--- config.mk ---
export PLATFORM = sky130hd
export DESIGN_NAME = uestb_core
export DESIGN_NICKNAME = d
export VERILOG_FILES = /design/src/uestb_pkg.sv /design/src/uestb_turn_timer.sv /design/src/uestb_core.sv
export SDC_FILE = /design/constraint.sdc
export NUM_CORES = 1
export LEC_CHECK = 0
export BUFFER_PORTS_ARGS = -buffer_cell sky130_fd_sc_hd__buf_2
export CAP_MARGIN = 20
export CORE_ASPECT_RATIO = 2
export CORE_MARGIN = 4
export CORE_UTILIZATION = 45
export DETAILED_ROUTE_END_ITERATION = 10
export PLACE_DENSITY = 0.81
export SLEW_MARGIN = 20
export SYNTH_ARGS = -nofsm -noshare
export SYNTH_HDL_FRONTEND = slang
export SYNTH_SLANG_ARGS = --single-unit
export TNS_END_PERCENT = 10
--- constraint.sdc ---
create_clock -name sys_clk -period 3.5 [get_ports sys_clk]
set_clock_uncertainty 0.05 [all_clocks]
set_input_delay 0.35 -clock sys_clk [delete_from_list [all_inputs] [get_ports sys_clk]]
set_output_delay 0.35 -clock sys_clk [all_outputs]
set_load 0.01 [all_outputs]
--- src/uestb_pkg.sv ---
/*
  uestb_pkg: constants and types for the usb error status and table base block.
  Assumes a single 200 MHz system clock shared with the packet engine.
*/
package uestb_pkg;

  // register byte offsets on the plain register port
  localparam logic [7:0] FLAGS_OFFSET = 8'h00;
  localparam logic [7:0] PAGE1_OFFSET = 8'h04;
  localparam logic [7:0] PAGE2_OFFSET = 8'h08;
  localparam logic [7:0] PAGE3_OFFSET = 8'h0C;

  // error flag bit positions
  localparam int BIT_STUFF_POS = 7;
  localparam int BUS_MATRIX_POS = 6;
  localparam int MEM_SERVICE_POS = 5;
  localparam int TURNAROUND_POS = 4;
  localparam int DATA_SIZE_POS = 3;
  localparam int DATA_CRC_POS = 2;
  localparam int TOKEN_CRC_POS = 1;
  localparam int PID_CHECK_POS = 0;

  // reset values
  localparam logic [7:0] FLAGS_RESET = 8'h00;
  localparam logic [7:0] PAGE_RESET = 8'h00;
  localparam logic [6:0] PAGE1_RESET = 7'h00;

  // table base layout
  localparam int BASE_ALIGN_BITS = 9;
  localparam logic [8:0] BASE_LOW_ZERO = 9'h000;

  // idle bit times tolerated after an end of packet
  localparam logic [4:0] TURN_LIMIT = 5'h10;

  // per-packet events from the packet engine, one-cycle pulses
  typedef struct packed {
    logic bit_stuff;
    logic table_fault;
    logic grant_late;
    logic rx_truncated;
    logic data_end;
    logic [2:0] data_bits_mod8;
    logic data_crc_bad;
    logic token_end;
    logic token_crc_bad;
    logic pid_strobe;
    logic [7:0] pid_byte;
  } uestb_evt_type;

  // frame timing status from the engine
  typedef struct packed {
    logic host_mode;
    logic sof_zero;
    logic tx_busy;
    logic rx_busy;
  } uestb_frame_type;

endpackage : uestb_pkg

--- src/uestb_turn_timer.sv ---
/*
  uestb_turn_timer: counts idle bit times after an end of packet while a
  response is awaited and pulses once when the tolerated count is passed.
  Assumes bit_tick, eop_seen, await_resp and bus_idle come from sys_clk logic.
*/
module uestb_turn_timer (
  input wire logic sys_clk, // system clock
  input wire logic arst_n, // async reset, low
  input wire logic eop_seen, // end of packet pulse
  input wire logic await_resp, // response expected
  input wire logic bus_idle, // line idle
  input wire logic bit_tick, // one pulse per bit time
  output logic timeout_q // time-out pulse
);

  logic [4:0] count_q;
  logic [4:0] count_d;
  logic armed_q;
  logic armed_d;
  logic timeout_d;

  wire watching = armed_q && await_resp && bus_idle;
  wire reach = watching && bit_tick && (count_q == uestb_pkg::TURN_LIMIT);

  // restart on every end of packet, stop once the answer starts
  assign armed_d = eop_seen ? 1'b1 : (reach || !await_resp || !bus_idle) ? 1'b0 : armed_q;
  assign count_d = eop_seen ? 5'h00 : (watching && bit_tick) ? count_q + 5'h01 : count_q;
  assign timeout_d = reach;

  always_ff @(posedge sys_clk or negedge arst_n) begin
    if (!arst_n) begin
      count_q <= 5'h00;
      armed_q <= 1'b0;
      timeout_q <= 1'b0;
    end else begin
      count_q <= count_d;
      armed_q <= armed_d;
      timeout_q <= timeout_d;
    end
  end
endmodule : uestb_turn_timer

--- src/uestb_core.sv ---
/*
  uestb_core: sticky usb packet error flags with write-one-to-clear and the
  page registers that form the descriptor table base address.
  Assumes the packet engine drives all event inputs on sys_clk as one-cycle
  pulses and that the register master follows the plain strobe protocol.
*/
// Operation
// - bit stuff error rejects packet, sets bit 7
// - bad table or buffer address sets bit 6
// - late grant or truncation sets bit 5
// - over 16 idle bit times sets bit 4
// - partial-byte data field sets bit 3
// - bad CRC16 rejects data, sets bit 2
// - device mode: bad CRC5 token, bit 1
// - host mode: busy at frame end, bit 1
// - failed PID check sets bit 0
// - flags sticky until software writes one
// - upper 24 bits ignore writes, read zero
// - page 2 holds base bits 23 to 16
// - table base is 512-byte aligned
// - page 3 holds base bits 31 to 24
module uestb_core (
  input wire logic sys_clk, // system clock
  input wire logic arst_n, // async reset, low
  input wire logic [7:0] reg_addr, // register byte address
  input wire logic [31:0] reg_wdata, // write data
  input wire logic reg_wr, // write strobe
  input wire logic reg_rd, // read strobe
  output logic [31:0] reg_rdata_q, // read data, cycle after strobe
  input wire uestb_pkg::uestb_evt_type evt, // packet events
  input wire uestb_pkg::uestb_frame_type frame, // frame status
  input wire logic eop_seen, // end of packet pulse
  input wire logic await_resp, // response expected
  input wire logic bus_idle, // line idle
  input wire logic bit_tick, // bit time pulse
  output logic [7:0] error_flags_q, // sticky error flags
  output logic error_pending_q, // any flag set
  output logic packet_reject_q, // packet rejected pulse
  output logic [31:0] table_base_q // descriptor table base
);

  logic [7:0] flags_d;
  logic [7:0] page2_q;
  logic [7:0] page2_d;
  logic [7:0] page3_q;
  logic [7:0] page3_d;
  logic [6:0] page1_q;
  logic [6:0] page1_d;
  logic [31:0] rdata_d;
  logic [31:0] base_d;
  logic reject_d;
  logic turn_timeout;

  // pid low nibble must be the complement of the high nibble
  function automatic logic pid_fails(input logic [7:0] pid);
    pid_fails = (pid[3:0] != ~pid[7:4]);
  endfunction : pid_fails

  uestb_turn_timer u_turn (
    .sys_clk(sys_clk),
    .arst_n(arst_n),
    .eop_seen(eop_seen),
    .await_resp(await_resp),
    .bus_idle(bus_idle),
    .bit_tick(bit_tick),
    .timeout_q(turn_timeout)
  );

  // address decode
  wire hit_flags = (reg_addr == uestb_pkg::FLAGS_OFFSET);
  wire hit_page1 = (reg_addr == uestb_pkg::PAGE1_OFFSET);
  wire hit_page2 = (reg_addr == uestb_pkg::PAGE2_OFFSET);
  wire hit_page3 = (reg_addr == uestb_pkg::PAGE3_OFFSET);

  // event decode
  wire pid_bad = evt.pid_strobe && pid_fails(evt.pid_byte);
  wire size_bad = evt.data_end && (evt.data_bits_mod8 != 3'h0);
  wire crc16_bad = evt.data_end && evt.data_crc_bad;
  wire crc5_bad = !frame.host_mode && evt.token_end && evt.token_crc_bad;
  wire eof_bad = frame.host_mode && frame.sof_zero && (frame.tx_busy || frame.rx_busy);

  wire [7:0] set_vec;
  assign set_vec[uestb_pkg::BIT_STUFF_POS] = evt.bit_stuff;
  assign set_vec[uestb_pkg::BUS_MATRIX_POS] = evt.table_fault;
  assign set_vec[uestb_pkg::MEM_SERVICE_POS] = evt.grant_late || evt.rx_truncated;
  assign set_vec[uestb_pkg::TURNAROUND_POS] = turn_timeout;
  assign set_vec[uestb_pkg::DATA_SIZE_POS] = size_bad;
  assign set_vec[uestb_pkg::DATA_CRC_POS] = crc16_bad;
  assign set_vec[uestb_pkg::TOKEN_CRC_POS] = crc5_bad || eof_bad;
  assign set_vec[uestb_pkg::PID_CHECK_POS] = pid_bad;

  // write one clears, a same-cycle event wins
  wire [7:0] clr_vec = (reg_wr && hit_flags) ? reg_wdata[7:0] : 8'h00;
  assign flags_d = (error_flags_q & ~clr_vec) | set_vec;

  assign reject_d = evt.bit_stuff || crc16_bad || crc5_bad || pid_bad;

  // only the low byte is stored, bits 7 to 1 of it for page 1
  assign page1_d = (reg_wr && hit_page1) ? reg_wdata[7:1] : page1_q;
  assign page2_d = (reg_wr && hit_page2) ? reg_wdata[7:0] : page2_q;
  assign page3_d = (reg_wr && hit_page3) ? reg_wdata[7:0] : page3_q;

  assign base_d = {page3_q, page2_q, page1_q, uestb_pkg::BASE_LOW_ZERO};

  // read mux, unmapped and upper bits give zero
  wire [7:0] rd_byte = hit_flags ? error_flags_q :
                       hit_page1 ? {page1_q, 1'b0} :
                       hit_page2 ? page2_q :
                       hit_page3 ? page3_q : 8'h00;
  assign rdata_d = reg_rd ? {24'h000000, rd_byte} : 32'h00000000;

  always_ff @(posedge sys_clk or negedge arst_n) begin
    if (!arst_n) begin
      error_flags_q <= uestb_pkg::FLAGS_RESET;
      page1_q <= uestb_pkg::PAGE1_RESET;
      page2_q <= uestb_pkg::PAGE_RESET;
      page3_q <= uestb_pkg::PAGE_RESET;
      reg_rdata_q <= 32'h00000000;
      table_base_q <= 32'h00000000;
      packet_reject_q <= 1'b0;
      error_pending_q <= 1'b0;
    end else begin
      error_flags_q <= flags_d;
      page1_q <= page1_d;
      page2_q <= page2_d;
      page3_q <= page3_d;
      reg_rdata_q <= rdata_d;
      table_base_q <= base_d;
      packet_reject_q <= reject_d;
      error_pending_q <= |flags_d;
    end
  end
endmodule : uestb_core

==> impl_metrics.ini, run 1 <==
[status]
status = finished clean

[drt]
wirelength_mm = 7.10
avgViaCountPerCell = 4.91
routedWlPerCell_um = 16.6
wl_met2_mm = 3.86
drtIter0Drc = 94
wl_met3_um = 553
drt-met1-wl_mm = 2.47
drtPass1Iterations = 4
num_vias = 2107
top_layer = met4
drtAntennaViolNets = 0
drc_errors = 0

[worst_setup_path]
critical_path.top_delay_family = simple AND/OR/NAND/NOR gates
critPathKind = input port to register
required_ps = 3670
cp_cell_sequence = buf_2 > nor4_4 > buf_4 > and3b_1 > and3_4 > mux2_4
critPathBufInv = 2
cp_slowest_cell = and3b_1
cp_max_fo = 11
cp-end-kind = register
critical_path_arrival_ps = 2050
cp-start-kind = input port
max_stage_delay_ps = 410

[synthesis]
yosysWarningCount = 0
yosysUniqueCellTypes = 46
synth_cells = 241
synth.avg_cell_area_um2 = 13.6
ys_ff_latch = 71
seq_area_frac_synth_pct = 54.3
syn_area_um2 = 3270

[clock_tree]
clock_sinks = 71
path_clk_slew_ps = 50
clockBufferDepth = 2
cts_tree = yes
cts-resized-gates = 0
cts_made_buffers = 9
hold_buffers = 0
clkLatencyLatePin_ps = 340
cts-root-buf = clkbuf_16
post_cts_buffers = 0
htreeDepth = 3

[layout]
mostFrequentLayoutCells = buf_2 (88), dfrtp_1 (71), conb_1 (33)
drive_gt1_share_pct = 41.3
area_delta_synth_final_pct = 20.3
n_fill_cell = 594
fin_nets = 409
num_antenna_cells = 0
layout_commonest_cell = buf_2

[die]
ios = 146
fp.dieArea_um2 = 8790
die_w_um = 68.3
rows = 43
core_area_um2 = 6990
start_util_pct = 46.8
die_h_um = 129

[placed_design]
place_congestion = 0.819
numPortBuffers = 88
hpwlAfterDp_mm = 5.51

[power]
power.leakage_nw = 2.03
power.density_nw_per_um2 = 484
max-vdd-ir-drop_uv = 284

[timing]
setup_viol = 0
tns_ps = 0
timing.slew.headroom_pct = 40.3
slew_violations = 0
layout_min_cycle_time_ps = 1880
worst_pin_slew_ps = 896
hold_violations = 0
fmax_mhz = 532
final.period_utilization_pct = 53.7
rsz0062_at_grt = no
hold_ws_ps = 93.3

[grt]
antenna_found_initial = 0
grt_use_total_pct = 17.4
grt_pass1_vias = 2138
grt_pass1_wl_mm = 10.8
gr-total-overflow = 0
grt_max_degree = 44

[hold_path]
holdCritPathClass = input port to asynchronous set/reset pin

[flow_run]
maxCapViolCount = 0
-- path summary, 6_finish.rpt --
check	depth (start not counted)	from	slack, ps	endpoint
worst max-delay path	6	reg_addr[7]	1620	page1_q[6]
worst min-delay path	1	arst_n	90	table_base_q[23]
worst max register to register	4	error_flags_q[6]	2110	error_pending_q
worst min register to register	0	page1_q[3]	360	table_base_q[12]
max in group asynchronous	2	arst_n	2400	table_base_q[24]
min in group sys_clk	2	eop_seen	190	u_turn.count_q[0]
-- per-layer routing --
metal / GRT usage [%] / up-vias
met5: 0 / -
met4: 9.85 / 0
met3: 5.15 / 15
met2: 29.7 / 92
met1: 18.3 / 1025
li1: - / 975
-- kinds of logic (layout without fill, tap and decap cells) --
kind of cell,Yosys count,in the layout,share of synthesized area (%)
other,1,33,0.115
buffers and inverters,48,114,10.8
AOI/OAI and AO/OA,26,26,6.88
and+or+nand+nor,48,48,10.2
DFF,71,71,54.3
adders and majority gates,2,2,0.764
muxes,38,38,15.1
xor gates and xnor gates,7,7,1.87
-- stage by stage --
step / instance area, um2 / setup slack [ps] / power (W) / instances / util [%]
finish: 3940 / 1620 / 0.00191 / 429 / 56.3
global route: 3940 / 1570 / 0.00198 / 429 / 56.3
CTS: 3940 / 1640 / 0.00192 / 429 / 56.3
detailed placement: 3650 / 1280 / 0.00104 / 414 / 52.2
global placement: 3650 / 1300 / 0.00103 / 414 / 52.2
floorplan: 3390 / 1800 / 0.000986 / 273 / -
-- layout make-up --
class                           count  area, um2  area share (%)
Clock buffer                       10        229            5.81
Clock inverter                      5       58.8            1.49
Inverter                            7       26.3           0.667
Multi-Input combinational cell    154       1260            32.1
Sequential cell                    71       1780            45.1
Tap cell                           90        113            2.86
Timing Repair Buffer               92        470            11.9
-- sequential cells by signal (all words and copies together) (netlist names) --
signal	flops
error_flags_q	8
page3_q	8
u_turn.armed_q	1
error_pending_q	1
u_turn.timeout_q	1
packet_reject_q	1
table_base_q	23
page2_q	8
u_turn.count_q	5
page1_q	7
reg_rdata_q	8
-- cell usage after synthesis (all sizes together) --
library cell	count	share of area [%]
a2111oi	2	0.76
a211o	1	0.27
a211oi	1	0.23
a21o	2	0.46
a21oi	2	0.31
a221oi	7	1.9
a31oi	1	0.19
a41oi	5	1.6
and2	6	1.1
and3	1	0.34
and3b	1	0.27
and4	1	0.27
and4bb	1	0.38
buf	39	9.5
clkbuf	2	0.46
conb	1	0.11
dfrtp	71	54
ha	2	0.76
inv	7	0.80
mux2	23	11
mux2i	15	4.6
nand2	7	0.80
nand3	2	0.31
nand4	8	2.0
nor2	12	2.4
nor2b	1	0.19
nor3b	1	0.23
nor4	3	1.0
o211ai	1	0.23
o21ai	1	0.15
o21bai	1	0.23
o31a	1	0.27
o41a	1	0.34
or2	3	0.57
or4	1	0.23
xnor2	4	1.1
xor2	3	0.80
-- power by group --
group,internal [W],switching [W],total [W],leakage [nW]
combinational,0.0000663,0.0000942,0.000160,0.957
clock,0.000548,0.000333,0.000881,0.135
sequential,0.000849,0.0000150,0.000864,0.935
Power figures use the tool's default switching activity.
==> inputs of run 2 (changes only) <==
- ABC_AREA: unset -> 1
- PLACE_DENSITY: 0.81 -> 0.82
- clock period: 3.5 -> 1.78 ns (I/O delays scaled with it)
==> run 2 against run 1 <==
Effect of this change: final cell count up 19%; hold slack lost 70 ps; setup slack got worse by 1200 ps; synthesized cell count is 32% higher; core utilization increased by 2.5 points; sequential power increased by 97%; largest cell class unchanged.
==> impl_metrics.ini, run 2 <==
[layout]
mostFrequentLayoutCells = buf_2 (88), dfrtp_1 (71), nand2_1 (55)
stdcell_area_um2 = 3930
num_antenna_cells = 0
fin_nets = 493
top_register = table_base_q
largest_register_ffs = 23
layout_commonest_cell = buf_2
drive_gt1_share_pct = 30.4
fin_cells = 512
area_delta_synth_final_pct = 26.1

[drt]
wirelength_mm = 6.92
top_layer = met4
drtAntennaViolNets = 0
wl_met2_mm = 3.76
drtIter0Drc = 98
drt-met1-wl_mm = 2.39
drc_errors = 0
drtPass1Iterations = 5
wl_met3_um = 535
avgViaCountPerCell = 4.74
num_vias = 2426
routedWlPerCell_um = 13.5

[placed_design]
numPortBuffers = 88
dp.cells = 493
hpwlAfterDp_mm = 5.30
place_congestion = 0.869
dpl-instance-area_um2 = 3570

[worst_setup_path]
cp-start-kind = register
reg2reg_to = u_turn.count_q[4]
r2r-start = u_turn.armed_q
cp_max_fo = 6
critPathKind = register to register
cp-end-kind = register
ff2ff_setup_slack_ps = 380
worstSetupStartpoint = u_turn.armed_q
required_ps = 1950
worstRegToRegCells = 7
critical_path_arrival_ps = 1570

[power]
clockPowerShare_pct = 49.0
p_comb_share_pct = 7.3
netSwitchingFraction_pct = 22.2
max-vdd-ir-drop_uv = 762
internal-power_w = 0.00302
power_frac_seq_pct = 43.8
power.leakage_nw = 2.03
power.density_nw_per_um2 = 988
power.switching_w = 0.000863

[synthesis]
syn_area_um2 = 3110
synth-edff-count = 0
ys_ff_latch = 71
synth_top_family_by_area = simple AND/OR/NAND/NOR gates
synth_simple_gate_area_share_pct = 15.8
synth_fa_ha_area_share_pct = 0.804
synth_area_leaders = dfrtp_1 (57%), buf_4 (8.2%), nand2_1 (6.6%)
synth_xor_area_share_pct = 1.13
synthMuxAreaShare_pct = 0
synth_cells = 318
yosysWarningCount = 0
yosysUniqueCellTypes = 31
synth_area_leader_cell = dfrtp_1
synth_flop_cell = dfrtp_1
synth_compound_area_share_pct = 11.9
synthArstFlopShare_pct = 100
synth.avg_cell_area_um2 = 9.79
yosysMostFrequentCell = dfrtp_1
netlist_top_cells_count = dfrtp_1 (71), nand2_1 (55), buf_4 (34)
seq_area_frac_synth_pct = 57.1
synth_top_area_share_pct = 57.1

[die]
die_h_um = 126
rows = 42
fp.dieArea_um2 = 8390
core_area_um2 = 6670
die_w_um = 66.8
ios = 146
start_util_pct = 46.6

[timing]
rsz0062_at_grt = no
setup_viol = 0
layout_min_cycle_time_ps = 1400
fmax_mhz = 714
final.period_utilization_pct = 78.7
tns_ps = 0
hold_violations = 0
slew_violations = 0

[hold_path]
holdPathEnd = error_flags_q[7]
holdCritPathClass = input port to register
whs_path_depth = 3
hold_start = evt[19]

[grt]
grt_pass1_wl_mm = 11.2
antenna_found_initial = 0
grt_use_total_pct = 17.7
gr-total-overflow = 0
grt_pass1_vias = 2430
grt_max_degree = 72

[clock_tree]
path_clk_slew_ps = 60
htreeDepth = 3
cts_made_buffers = 9
cts_tree = yes
cts-resized-gates = 0
clkLatencyLatePin_ps = 330
post_cts_buffers = 0
cts-root-buf = clkbuf_16
hold_buffers = 3
clockBufferDepth = 2
clock_sinks = 71

[status]
status = finished clean

[flow_run]
maxCapViolCount = 0
==> run 2: area by class of cell <==
cell class              instances  area, um2
fillers                       602       2750
flip-flops and latches         71       1780
multi-input cells             207       1040
repair buffers                 98        548
clock buffers                  13        280
inverters                      32        120
well taps                      88        110
clock inverters                 3       47.5
==> run 2: critical path, stage by stage, from the launching register on <==
cell     delay [ps]
dfrtp_1         350
nand4_1         220
inv_1           170
nand2_1          60
nor2_1          130
nand2_1          80
o21ai_0         170
a21oi_1          60
==> run 2: logic make-up (layout without fill, tap and decap cells) <==
family          count (synthesis)  in the layout
xor+xnor                        4              4
simple gates                  104            104
flops                          71             71
compound gates                 64             64
buf+inv                        72            146
other cells                     1             33
fa+ha+maj                       2              2
==> run 2: power by group through the flow <==
stage / combinational (W) / clock [W] / sequential (W)
finish: 0.000281 / 0.00190 / 0.00170
global placement: 0.000270 / 0 / 0.00173
detailed placement: 0.000279 / 0 / 0.00173
CTS: 0.000285 / 0.00192 / 0.00170
floorplan: 0.000171 / 0 / 0.00174
global route: 0.000318 / 0.00199 / 0.00170
==> run 2: layer usage <==
layer,global-route usage [%],up-vias
li1,-,1162
met1,18.4,1124
met2,30.7,120
met3,3.92,20
met4,11.6,0
met5,0,-
==> run 2: per-stage QoR <==
step           setup WS [ps]  hold WS [ps]  total power (W)  utilization (%)
3_3_place_gp             239           165          0.00200             53.5
2_1_floorplan            426          -168          0.00191                -
4_1_cts                  391          12.5          0.00391             58.8
3_5_place_dp             193           174          0.00201             53.5
5_1_grt                  199          42.5          0.00401             58.8
6_report                 379          22.9          0.00388             58.8
==> run 2: how the worst max path moves through the flow <==
stage | cells past startpoint | to | slack, ps
3_5_place_dp | 10 | error_pending_q | 190
2_1_floorplan | 9 | error_pending_q | 430
3_3_place_gp | 10 | error_pending_q | 240
6_report | 7 | u_turn.count_q[4] | 380
5_1_grt | 7 | u_turn.count_q[4] | 200
4_1_cts | 7 | u_turn.count_q[4] | 390
